[src/hdl/ssc_pkg.sv]
// constants shared by the sideband statistics counter block
package ssc_pkg;
	// ------------------------------------------------------------
	// frame length limits, destination address through fcs
	// ------------------------------------------------------------
	localparam int unsigned LEN_W          = 14;
	localparam logic [13:0] LEN_MIN        = 14'h0040;
	localparam logic [13:0] LEN_BIN1_HI    = 14'h007F;
	localparam logic [13:0] LEN_BIN2_LO    = 14'h0080;
	localparam logic [13:0] LEN_BIN2_HI    = 14'h00FF;
	localparam logic [13:0] LEN_BIN3_LO    = 14'h0100;
	localparam logic [13:0] LEN_BIN3_HI    = 14'h01FF;
	localparam logic [13:0] LEN_BIN4_LO    = 14'h0200;
	localparam logic [13:0] LEN_BIN4_HI    = 14'h03FF;
	localparam logic [13:0] LEN_BIN5_LO    = 14'h0400;
	localparam logic [13:0] LEN_BIN5_HI    = 14'h05F2;
	localparam logic [13:0] LEN_OVERSIZE   = 14'h05F3;

	// ------------------------------------------------------------
	// lan counter numbering and cleared-flag words
	// ------------------------------------------------------------
	localparam int unsigned NUM_CTRS       = 39;
	localparam logic [5:0]  LAN_FIRST      = 6'h1B;
	localparam logic [5:0]  LAN_LAST       = 6'h26;
	localparam int unsigned LAN_NUM        = 12;
	localparam int unsigned LAN_W          = 64;
	localparam int unsigned FLAG_LO_BITS   = 32;
	localparam int unsigned FLAG_HI_BITS   = 7;
	localparam logic [24:0] FLAG_HI_RSVD   = 25'h0000000;
	localparam int unsigned IX_RX_BIN5     = 0;
	localparam int unsigned IX_RX_OVER     = 1;
	localparam int unsigned IX_TX_BIN0     = 2;
	localparam int unsigned IX_TX_BIN1     = 3;
	localparam int unsigned IX_TX_BIN2     = 4;
	localparam int unsigned IX_TX_BIN3     = 5;
	localparam int unsigned IX_TX_BIN4     = 6;
	localparam int unsigned IX_TX_BIN5     = 7;
	localparam int unsigned IX_TX_OVER     = 8;
	localparam int unsigned IX_RX_BYTES    = 9;
	localparam int unsigned IX_RX_RUNT     = 10;
	localparam int unsigned IX_RX_JABBER   = 11;

	// ------------------------------------------------------------
	// sideband statistics command and response
	// ------------------------------------------------------------
	localparam logic [7:0]  CMD_SB_STATS   = 8'h19;
	localparam logic [7:0]  CMD_PT_STATS   = 8'h1A;
	localparam logic [7:0]  RSP_SB_STATS   = 8'h99;
	localparam logic [15:0] RSP_CODE_OK    = 16'h0000;
	localparam logic [15:0] RSN_CODE_NONE  = 16'h0000;
	localparam int unsigned SB_NUM         = 7;
	localparam int unsigned SB_W           = 32;
	localparam logic [2:0]  SB_LAST_WORD   = 3'h7;
	localparam logic [31:0] CTR_UNSUPP     = 32'hFFFFFFFF;
	localparam int unsigned IX_SB_CMDS     = 0;
	localparam int unsigned IX_SB_DROPS    = 1;
	localparam int unsigned IX_SB_UNSUPP   = 2;
	localparam int unsigned IX_SB_CSUM     = 3;
	localparam int unsigned IX_SB_RX       = 4;
	localparam int unsigned IX_SB_TX       = 5;
	localparam int unsigned IX_SB_NOTICE   = 6;

	typedef enum logic [0:0] {
		SSC_IDLE,
		SSC_SEND
	} ssc_state_t;
endpackage : ssc_pkg

[src/hdl/ssc_counter.sv]
// one statistics counter with clear, variable increment and optional hold below all ones
`timescale 1ns/1ps
module ssc_counter #(
	parameter int unsigned W   = 32,
	parameter int unsigned IW  = 2,
	parameter bit          SAT = 1'b1
) (
	input  wire logic          mclk_in,
	input  wire logic          resetn_in,
	input  wire logic          ce_in,
	input  wire logic          clr_in,
	input  wire logic [IW-1:0] inc_in,
	output logic      [W-1:0]  val_out
);
	// hold value: all ones minus one, all ones is reserved for unsupported
	localparam logic [W-1:0] CAP = {{(W-1){1'b1}}, 1'b0};

	logic [W-1:0] val_r;
	logic [W-1:0] val_nxt;
	wire  [W-1:0] base_w = clr_in ? '0 : val_r;
	wire  [W:0]   sum_w  = {1'b0, base_w} + {{(W+1-IW){1'b0}}, inc_in};
	wire          over_w = SAT && (sum_w > {1'b0, CAP});

	// an event in the clearing cycle is counted from zero
	assign val_nxt = over_w ? CAP : sum_w[W-1:0];
	assign val_out = val_r;

	always_ff @(posedge mclk_in or negedge resetn_in) begin
		if (!resetn_in) begin
			val_r <= '0;
		end else if (ce_in) begin
			val_r <= val_nxt;
		end
	end
endmodule : ssc_counter

[src/hdl/ssc_stats.sv]
// upper lan packet counters, cleared flags and sideband statistics response
`timescale 1ns/1ps
module ssc_stats #(
	parameter bit CSUM_CHECK_EN  = 1'b1,
	parameter bit COUNT_BAD_CHAN = 1'b0
) (
	input  wire logic                         mclk_in,
	input  wire logic                         resetn_in,
	input  wire logic                         ce_in,
	input  wire logic                         rx_done_in,
	input  wire logic [ssc_pkg::LEN_W-1:0]    rx_len_in,
	input  wire logic                         rx_fcs_ok_in,
	input  wire logic                         rx_err_in,
	input  wire logic                         rx_addr_pass_in,
	input  wire logic [ssc_pkg::LEN_W-1:0]    rx_mtu_in,
	input  wire logic                         tx_done_in,
	input  wire logic [ssc_pkg::LEN_W-1:0]    tx_len_in,
	input  wire logic                         tx_good_in,
	input  wire logic                         tx_addr_pass_in,
	input  wire logic [ssc_pkg::NUM_CTRS-1:0] host_clear_in,
	input  wire logic                         stats_read_in,
	input  wire logic                         lan_rd_req_in,
	input  wire logic [5:0]                   lan_rd_sel_in,
	input  wire logic                         init_state_in,
	input  wire logic                         cmd_ok_in,
	input  wire logic                         msg_drop_in,
	input  wire logic                         drop_bad_chan_in,
	input  wire logic                         cmd_unsupp_in,
	input  wire logic                         csum_drop_in,
	input  wire logic                         resp_sent_in,
	input  wire logic                         async_event_notice_sent_in,
	input  wire logic                         cmd_valid_in,
	input  wire logic [7:0]                   cmd_type_in,
	output logic                              lan_rd_valid_out,
	output logic      [ssc_pkg::LAN_W-1:0]    lan_rd_data_out,
	output logic      [31:0]                  cleared_lo_out,
	output logic      [31:0]                  cleared_hi_out,
	output logic                              resp_valid_out,
	output logic                              resp_last_out,
	output logic      [7:0]                   resp_type_out,
	output logic      [31:0]                  resp_word_out,
	output logic                              pt_req_out
);
	localparam int unsigned LW = ssc_pkg::LEN_W;

	// ------------------------------------------------------------
	// frame classification
	// ------------------------------------------------------------
	// good means fcs valid and no other error flagged
	wire rx_good_w = rx_done_in && rx_fcs_ok_in && !rx_err_in;
	wire tx_good_w = tx_done_in && tx_good_in;

	wire rx_bin5_w = rx_good_w && (rx_len_in >= ssc_pkg::LEN_BIN5_LO)
		&& (rx_len_in <= ssc_pkg::LEN_BIN5_HI);
	wire rx_over_w = rx_done_in && rx_addr_pass_in
		&& (rx_len_in > ssc_pkg::LEN_OVERSIZE);
	wire tx_over_w = tx_done_in && tx_addr_pass_in
		&& (tx_len_in > ssc_pkg::LEN_OVERSIZE);
	wire tx_bin0_w = tx_good_w && (tx_len_in == ssc_pkg::LEN_MIN);
	wire tx_bin1_w = tx_good_w && (tx_len_in > ssc_pkg::LEN_MIN)
		&& (tx_len_in <= ssc_pkg::LEN_BIN1_HI);
	wire tx_bin2_w = tx_good_w && (tx_len_in >= ssc_pkg::LEN_BIN2_LO)
		&& (tx_len_in <= ssc_pkg::LEN_BIN2_HI);
	wire tx_bin3_w = tx_good_w && (tx_len_in >= ssc_pkg::LEN_BIN3_LO)
		&& (tx_len_in <= ssc_pkg::LEN_BIN3_HI);
	wire tx_bin4_w = tx_good_w && (tx_len_in >= ssc_pkg::LEN_BIN4_LO)
		&& (tx_len_in <= ssc_pkg::LEN_BIN4_HI);
	wire tx_bin5_w = tx_good_w && (tx_len_in >= ssc_pkg::LEN_BIN5_LO)
		&& (tx_len_in <= ssc_pkg::LEN_BIN5_HI);
	// runts with a valid fcs belong to a lower counter, so only bad ones here
	wire rx_runt_w = rx_done_in && !rx_fcs_ok_in
		&& (rx_len_in < ssc_pkg::LEN_MIN);
	wire rx_jab_w  = rx_done_in && !rx_fcs_ok_in && (rx_len_in > rx_mtu_in);

	// ------------------------------------------------------------
	// lan counters 27 to 38
	// ------------------------------------------------------------
	wire [LW-1:0]             lan_inc [0:ssc_pkg::LAN_NUM-1];
	wire [ssc_pkg::LAN_W-1:0] lan_val [0:ssc_pkg::LAN_NUM-1];

	assign lan_inc[ssc_pkg::IX_RX_BIN5]   = {{(LW-1){1'b0}}, rx_bin5_w};
	assign lan_inc[ssc_pkg::IX_RX_OVER]   = {{(LW-1){1'b0}}, rx_over_w};
	assign lan_inc[ssc_pkg::IX_TX_BIN0]   = {{(LW-1){1'b0}}, tx_bin0_w};
	assign lan_inc[ssc_pkg::IX_TX_BIN1]   = {{(LW-1){1'b0}}, tx_bin1_w};
	assign lan_inc[ssc_pkg::IX_TX_BIN2]   = {{(LW-1){1'b0}}, tx_bin2_w};
	assign lan_inc[ssc_pkg::IX_TX_BIN3]   = {{(LW-1){1'b0}}, tx_bin3_w};
	assign lan_inc[ssc_pkg::IX_TX_BIN4]   = {{(LW-1){1'b0}}, tx_bin4_w};
	assign lan_inc[ssc_pkg::IX_TX_BIN5]   = {{(LW-1){1'b0}}, tx_bin5_w};
	assign lan_inc[ssc_pkg::IX_TX_OVER]   = {{(LW-1){1'b0}}, tx_over_w};
	assign lan_inc[ssc_pkg::IX_RX_BYTES]  = rx_good_w ? rx_len_in : '0;
	assign lan_inc[ssc_pkg::IX_RX_RUNT]   = {{(LW-1){1'b0}}, rx_runt_w};
	assign lan_inc[ssc_pkg::IX_RX_JABBER] = {{(LW-1){1'b0}}, rx_jab_w};

	// 64-bit lan counters wrap instead of holding
	genvar gi;
	generate
		for (gi = 0; gi < ssc_pkg::LAN_NUM; gi++) begin : g_lan
			// host clear restarts the count, a same-cycle event is counted from zero
			ssc_counter #(
				.W   (ssc_pkg::LAN_W),
				.IW  (LW),
				.SAT (1'b0)
			) u_ctr (
				.mclk_in   (mclk_in),
				.resetn_in (resetn_in),
				.ce_in     (ce_in),
				.clr_in    (host_clear_in[int'(ssc_pkg::LAN_FIRST) + gi]),
				.inc_in    (lan_inc[gi]),
				.val_out   (lan_val[gi])
			);
		end
	endgenerate

	// ------------------------------------------------------------
	// lan counter read port and cleared flags
	// ------------------------------------------------------------
	// unknown counter numbers read zero, not a neighbour
	wire [5:0] lan_off_w = lan_rd_sel_in - ssc_pkg::LAN_FIRST;
	wire       lan_hit_w = (lan_rd_sel_in >= ssc_pkg::LAN_FIRST) && (lan_rd_sel_in <= ssc_pkg::LAN_LAST);
	wire [ssc_pkg::LAN_W-1:0] lan_sel_w = lan_hit_w ? lan_val[lan_off_w[3:0]] : '0;

	logic [ssc_pkg::NUM_CTRS-1:0] flags_r;
	logic [ssc_pkg::NUM_CTRS-1:0] flags_nxt;
	// set wins over the clear of a sideband read in the same cycle
	wire [ssc_pkg::NUM_CTRS-1:0] flags_kept_w = flags_r & ~{ssc_pkg::NUM_CTRS{stats_read_in}};
	assign flags_nxt = flags_kept_w | host_clear_in;

	logic                      lan_rd_valid_r;
	logic [ssc_pkg::LAN_W-1:0] lan_rd_data_r;

	always_ff @(posedge mclk_in or negedge resetn_in) begin
		if (!resetn_in) begin
			flags_r        <= '0;
			lan_rd_valid_r <= 1'b0;
			lan_rd_data_r  <= '0;
		end else if (ce_in) begin
			flags_r        <= flags_nxt;
			lan_rd_valid_r <= lan_rd_req_in;
			if (lan_rd_req_in) begin
				lan_rd_data_r <= lan_sel_w;
			end
		end
	end

	assign lan_rd_valid_out = lan_rd_valid_r;
	assign lan_rd_data_out  = lan_rd_data_r;
	// reserved high bits always read as zero
	assign cleared_lo_out   = flags_r[ssc_pkg::FLAG_LO_BITS-1:0];
	assign cleared_hi_out   = {ssc_pkg::FLAG_HI_RSVD, flags_r[ssc_pkg::NUM_CTRS-1:ssc_pkg::FLAG_LO_BITS]};

	// ------------------------------------------------------------
	// sideband statistics counters 1 to 7
	// ------------------------------------------------------------
	// channel-id drops may be left out, chosen at build time
	wire drop_cnt_w  = msg_drop_in && (COUNT_BAD_CHAN || !drop_bad_chan_in);
	wire csum_cnt_w  = CSUM_CHECK_EN && csum_drop_in;

	wire [1:0]            sb_inc [0:ssc_pkg::SB_NUM-1];
	wire [ssc_pkg::SB_W-1:0] sb_val [0:ssc_pkg::SB_NUM-1];
	wire [ssc_pkg::SB_W-1:0] sb_rpt [0:ssc_pkg::SB_NUM-1];
	wire [ssc_pkg::SB_NUM-1:0] sb_rd_clr;
	wire [ssc_pkg::SB_NUM-1:0] sb_clr_w;
	// status word first, then the counters in number order
	wire [31:0]              word_tbl [0:ssc_pkg::SB_NUM];

	assign word_tbl[0] = {ssc_pkg::RSP_CODE_OK, ssc_pkg::RSN_CODE_NONE};

	assign sb_inc[ssc_pkg::IX_SB_CMDS]   = {1'b0, cmd_ok_in};
	assign sb_inc[ssc_pkg::IX_SB_DROPS]  = {1'b0, drop_cnt_w};
	assign sb_inc[ssc_pkg::IX_SB_UNSUPP] = {1'b0, cmd_unsupp_in};
	assign sb_inc[ssc_pkg::IX_SB_CSUM]   = {1'b0, csum_cnt_w};
	assign sb_inc[ssc_pkg::IX_SB_RX]     = {1'b0, cmd_ok_in} + {1'b0, drop_cnt_w};
	assign sb_inc[ssc_pkg::IX_SB_TX]     = {1'b0, resp_sent_in}
		+ {1'b0, async_event_notice_sent_in};
	assign sb_inc[ssc_pkg::IX_SB_NOTICE] = {1'b0, async_event_notice_sent_in};

	// saturating: all ones stays reserved for counters not built
	generate
		for (gi = 0; gi < ssc_pkg::SB_NUM; gi++) begin : g_sb
			ssc_counter #(
				.W   (ssc_pkg::SB_W),
				.IW  (2),
				.SAT (1'b1)
			) u_ctr (
				.mclk_in   (mclk_in),
				.resetn_in (resetn_in),
				.ce_in     (ce_in),
				.clr_in    (sb_clr_w[gi]),
				.inc_in    (sb_inc[gi]),
				.val_out   (sb_val[gi])
			);
			// checksum counter is unsupported when checking is not built
			if (gi == ssc_pkg::IX_SB_CSUM) begin : g_opt
				assign sb_rpt[gi] = CSUM_CHECK_EN ? sb_val[gi] : ssc_pkg::CTR_UNSUPP;
			end else begin : g_fix
				assign sb_rpt[gi] = sb_val[gi];
			end
			assign word_tbl[gi + 1] = sb_rpt[gi];
		end
	endgenerate

	// ------------------------------------------------------------
	// command recognition and response word stream
	// ------------------------------------------------------------
	ssc_pkg::ssc_state_t state_r;
	ssc_pkg::ssc_state_t state_nxt;
	logic [2:0]          idx_r;
	logic [2:0]          idx_nxt;

	// a statistics command during a burst is dropped, not queued
	wire start_w   = cmd_valid_in && (cmd_type_in == ssc_pkg::CMD_SB_STATS);
	wire pt_w      = cmd_valid_in && (cmd_type_in == ssc_pkg::CMD_PT_STATS);
	wire sending_w = (state_r == ssc_pkg::SSC_SEND);
	wire last_w    = sending_w && (idx_r == ssc_pkg::SB_LAST_WORD);
	wire [2:0] sb_ix_w = idx_r - 3'h1;
	wire [31:0] word_w = word_tbl[idx_r];

	generate
		for (gi = 0; gi < ssc_pkg::SB_NUM; gi++) begin : g_clr
			// each counter is zeroed in the cycle its word is captured
			assign sb_rd_clr[gi] = sending_w && (sb_ix_w == 3'(gi)) && (idx_r != 3'h0);
			assign sb_clr_w[gi]  = init_state_in || sb_rd_clr[gi];
		end
	endgenerate

	always_comb begin
		state_nxt = state_r;
		idx_nxt   = idx_r;
		unique case (state_r)
			ssc_pkg::SSC_IDLE: begin
				if (start_w) begin
					state_nxt = ssc_pkg::SSC_SEND;
					idx_nxt   = 3'h0;
				end
			end
			ssc_pkg::SSC_SEND: begin
				idx_nxt = idx_r + 3'h1;
				if (last_w) begin
					state_nxt = ssc_pkg::SSC_IDLE;
				end
			end
		endcase
	end

	// type stays at the response value once a burst is out
	logic        resp_valid_r;
	logic        resp_last_r;
	logic [7:0]  resp_type_r;
	logic [31:0] resp_word_r;
	logic        pt_req_r;

	always_ff @(posedge mclk_in or negedge resetn_in) begin
		if (!resetn_in) begin
			state_r      <= ssc_pkg::SSC_IDLE;
			idx_r        <= 3'h0;
			resp_valid_r <= 1'b0;
			resp_last_r  <= 1'b0;
			resp_type_r  <= 8'h00;
			resp_word_r  <= 32'h00000000;
			pt_req_r     <= 1'b0;
		end else if (ce_in) begin
			state_r      <= state_nxt;
			idx_r        <= idx_nxt;
			resp_valid_r <= sending_w;
			resp_last_r  <= last_w;
			pt_req_r     <= pt_w;
			if (sending_w) begin
				resp_type_r <= ssc_pkg::RSP_SB_STATS;
				resp_word_r <= word_w;
			end
		end
	end

	assign resp_valid_out = resp_valid_r;
	assign resp_last_out  = resp_last_r;
	assign resp_type_out  = resp_type_r;
	assign resp_word_out  = resp_word_r;
	assign pt_req_out     = pt_req_r;
endmodule : ssc_stats

[config.mk]
export PLATFORM = sky130hd
export DESIGN_NAME = ssc_stats
export DESIGN_NICKNAME = d
export VERILOG_FILES = /design/src/hdl/ssc_pkg.sv /design/src/hdl/ssc_counter.sv /design/src/hdl/ssc_stats.sv
export SDC_FILE = /design/constraint.sdc
export NUM_CORES = 2
export LEC_CHECK = 0
export BUFFER_PORTS_ARGS = -buffer_cell sky130_fd_sc_hd__buf_2
export CAP_MARGIN = 20
export CELL_PAD_IN_SITES_DETAIL_PLACEMENT = 1
export CELL_PAD_IN_SITES_GLOBAL_PLACEMENT = 1
export CORE_ASPECT_RATIO = 0.6
export CORE_MARGIN = 4
export CORE_UTILIZATION = 45
export CTS_BUF_LIST = sky130_fd_sc_hd__clkbuf_16
export DETAILED_ROUTE_END_ITERATION = 6
export PLACE_DENSITY = 0.8
export SETUP_SLACK_MARGIN = 0.15
export SYNTH_ARGS = -nofsm -noshare
export SYNTH_HDL_FRONTEND = slang
export SYNTH_SLANG_ARGS = --single-unit
[constraint.sdc]
create_clock -name mclk_in -period 9.5 [get_ports mclk_in]
set_input_delay 1.9 -clock mclk_in [delete_from_list [all_inputs] [get_ports mclk_in]]
set_output_delay 1.9 -clock mclk_in [all_outputs]
set_load 0.005 [all_outputs]
==> flow_metrics.env <==
export IMPL_status="complete, but fails checks"
export IMPL_synth_main_ff_cell="dfrtp_1"
export IMPL_std_cell_rows=115
export IMPL_dieArea_um2=173000
export IMPL_hold_viol=0
export IMPL_cts_root_buf="clkbuf_16"
export IMPL_dieHeight_um=324
export IMPL_reg2reg_from="idx_r[0]"
export IMPL_mostFrequentLayoutCells="dfrtp_1 (1133), nand2_1 (885), nor2_1 (622)"
export IMPL_final_layout_size_suffix_gt1_share_pct=11.5
export IMPL_die_w_um=534
export IMPL_finalCriticalPeriod_ns=6.36
export IMPL_cts_buffers=119
export IMPL_gp_congestion=1.00
export IMPL_drt_pass1_iter_count=7
export IMPL_cts_setup_buffers=0
export IMPL_p_leak_uw=0.0323
export IMPL_grt_max_degree=175
export IMPL_io_buffers=258
export IMPL_peakVddDrop_mv=0.157
export IMPL_r2r_setup_slack_ns=3.14
export IMPL_antenna_found_initial=18
export IMPL_drt_iter0_markers=9322
export IMPL_whs_path_depth=2
export IMPL_hold_slack_ns=0.474
export IMPL_end_kind="register"
export IMPL_grt_pass1_wl_um=456000
export IMPL_violations="design-rule violations"
export IMPL_drv_cap=0
export IMPL_track_usage_pct=34.0
export IMPL_via_count=73200
export IMPL_grt_pass1_vias=70800
export IMPL_initial_core_util_pct=45.4
export IMPL_max_freq_mhz=157
export IMPL_wl_per_cell_um=28.6
export IMPL_required_ns=10.13
export IMPL_slew_headroom_pct=16.0
export IMPL_drc=1
export IMPL_report_final_slew_viol_count=0
export IMPL_final_common_cell="dfrtp_1"
export IMPL_synthXorXnorAreaFrac_pct=3.27
export IMPL_finClkSkew_ns=0.0543
export IMPL_yosys_warnings=0
export IMPL_post_cts_resized=0
export IMPL_yosysSeqAreaShare_pct=38.0
export IMPL_syn_area_per_cell_um2=8.93
export IMPL_syn_area_um2=74700
export IMPL_synth_edf_count=0
export IMPL_muxShareOfSynthArea_pct=10.9
export IMPL_holdBufCountCts=0
export IMPL_dpl_cell_area_um2=77700
export IMPL_hp_start="flags_r[34]"
export IMPL_crit_reg2reg_capture="g_sb[0].u_ctr.val_out[1]"
export IMPL_critPathKind="reg -> reg"
export IMPL_overflow=0
export IMPL_r2r_cells=19
export IMPL_synth_seq_cells=1136
export IMPL_cts_tree="built"
export IMPL_synth_fa_ha_area_share_pct=1.29
export IMPL_yosys_area_share_simple_pct=22.7
export IMPL_path_clk_slew_ns=0.07
export IMPL_fill_cells=18900
export IMPL_cts_path_max_buffers=3
export IMPL_min_to="flags_r[34]"
export IMPL_tightest_slew_ns=1.25
export IMPL_area_growth_synth_to_final_pct=9.28
export IMPL_cp_start_kind="register"
export IMPL_antenna_left=0
export IMPL_synth_compound_area_share_pct=19.1
export IMPL_ys_types=103
export IMPL_synth_top_family_by_area="simple AND/OR/NAND/NOR gates"
export IMPL_synth_cells=8372
export IMPL_vias_per_cell=6.90
export IMPL_insertion_delay_ns=0.80
export IMPL_critPathArrivalTime_ns=7.00
export IMPL_setup_tns_final_ns=0
export IMPL_p_per_area_nw_per_um2=144
export IMPL_rsz0062_at_grt="no"
export IMPL_synthArstFlopShare_pct=100
export IMPL_numClockSinks=1136
export IMPL_post_route_period_util_pct=67.0
export IMPL_setup_violations=0
export IMPL_io_pins=288
export IMPL_routed_wl_um=303000
export IMPL_htreeDepth=3
export IMPL_fin_area_um2=81700
export IMPL_fp_coreArea_um2=164000
export IMPL_crit_fanout=35
export IMPL_nNetsFinal=8467
export IMPL_place_detailed_hpwl_um=222000
export IMPL_hp_class="reg -> reg"
registers in the layout, indices dropped and copies added (netlist names):
name and cells:
flags_r 39, g_lan.u_ctr.val_out 768, g_sb.u_ctr.val_out 224, idx_r 3, lan_rd_data_out 64, lan_rd_valid_out 1, pt_req_out 1, resp_last_out 1
resp_type_out 1, resp_valid_out 1, resp_word_out 32, sending_w 1
worst max-delay path, stage by stage (launching register included):
cell and delay [ns]:
dfrtp_2 0.40, inv_1 0.06, buf_4 0.34, ha_1 0.25, nand2b_1 0.16, buf_4 0.37
a31oi_2 0.24, buf_4 0.37, and2_1 0.19, ha_1 0.25, ha_1 0.40, nand4_1 0.45
nor2_1 0.41, nand4_1 0.25, nor4_1 0.63, xnor2_1 0.18, and3_1 0.23, a31oi_2 0.50
buf_4 0.34, a31oi_1 0.12
Yosys cell counts (30+ instances only):
master     count  share of area (%)
nand4b_1      39               0.46
dfrtp_1     1136                 38
o32ai_1       46               0.54
nor2b_1       80               0.67
buf_4         33               0.33
or4_1         34               0.34
o21a_1        30               0.30
nand2_1      888                4.5
o31a_1        41               0.48
clkbuf_1     512                2.6
and3_1       162                1.4
mux2_2        45               0.68
o31ai_1       43               0.43
buf_1         94               0.47
mux2i_1      257                3.4
inv_1        222                1.1
a311oi_1      30               0.35
a22o_1       163                1.9
xnor2_1      150                1.8
a31oi_1      175                1.5
o22ai_1       93               0.78
o21ai_0      451                3.0
o2bb2ai_1    272                3.2
mux4_2       223                6.7
xor2_1       129                1.5
a21oi_1      438                2.9
nor4_1       142                1.2
nand2b_1      40               0.33
nor2_1       623                3.1
nand4_1      235                2.0
a21o_1        58               0.58
or3_1         48               0.40
nor3_1       312                2.1
nand3_1      442                3.0
and2_1        81               0.68
ha_1          72                1.2
and4_1        82               0.96
logic make-up after synthesis:
family,count (synthesis)
AOI/OAI and AO/OA,2111
and+or+nand+nor,3363
adders and majority gates,75
DFF,1136
muxes,526
other,1
xor gates and xnor gates,279
buffers and inverters,881
power by group:
part	internal (uW)	total, uW	switching (uW)
Clock	2660	4910	2250
Sequential	4990	5290	298
Combinational	531	1560	1030
Total	8180	11800	3580
per-layer routing:
| metal | part of all wire (%) | vias to the layer above | track usage, % |
|---|---|---|---|
| met5 | 0.17 | - | 1.61 |
| met3 | 14 | 387 | 14.1 |
| li1 | - | 31200 | - |
| met2 | 39 | 3800 | 44.1 |
| met4 | 2.0 | 26 | 6.73 |
| met1 | 45 | 37700 | 51.9 |
metrics by stage:
stage	cells	power (uW)	setup slack [ns]	util, %
final	10600	11800	3.14	49.7
after CTS	10600	11800	3.34	49.6
after global routing	10600	12100	2.89	49.7
after detailed placement	10400	6870	2.55	47.2
after floorplan	8400	6230	2.88	-
after global placement	10400	6790	2.76	47.2
how the worst max path moves through the flow:
stage                                       to  cells past startpoint          start
finish                g_sb[0].u_ctr.val_out[1]                     19       idx_r[0]
global route          g_sb[0].u_ctr.val_out[6]                     19       idx_r[0]
CTS                 g_lan[0].u_ctr.val_out[62]                     14     rx_done_in
detailed placement  g_lan[0].u_ctr.val_out[62]                     14     rx_done_in
global placement    g_lan[8].u_ctr.val_out[63]                     14   tx_len_in[9]
floorplan             g_sb[5].u_ctr.val_out[0]                     21  init_state_in
area by class of cell:
class | count | area (um2) | share of cell area [%]
diodes | 4 | 10.0 | 0.0123
clock buffers | 120 | 3000 | 3.68
clock inverters | 104 | 918 | 1.12
inverters | 224 | 848 | 1.04
multi-input cells | 6383 | 43100 | 52.7
flip-flops and latches | 1136 | 28400 | 34.8
well taps | 2223 | 2780 | 3.41
repair buffers | 412 | 2630 | 3.22
No activity file was read; power rests on OpenSTA's default activity.
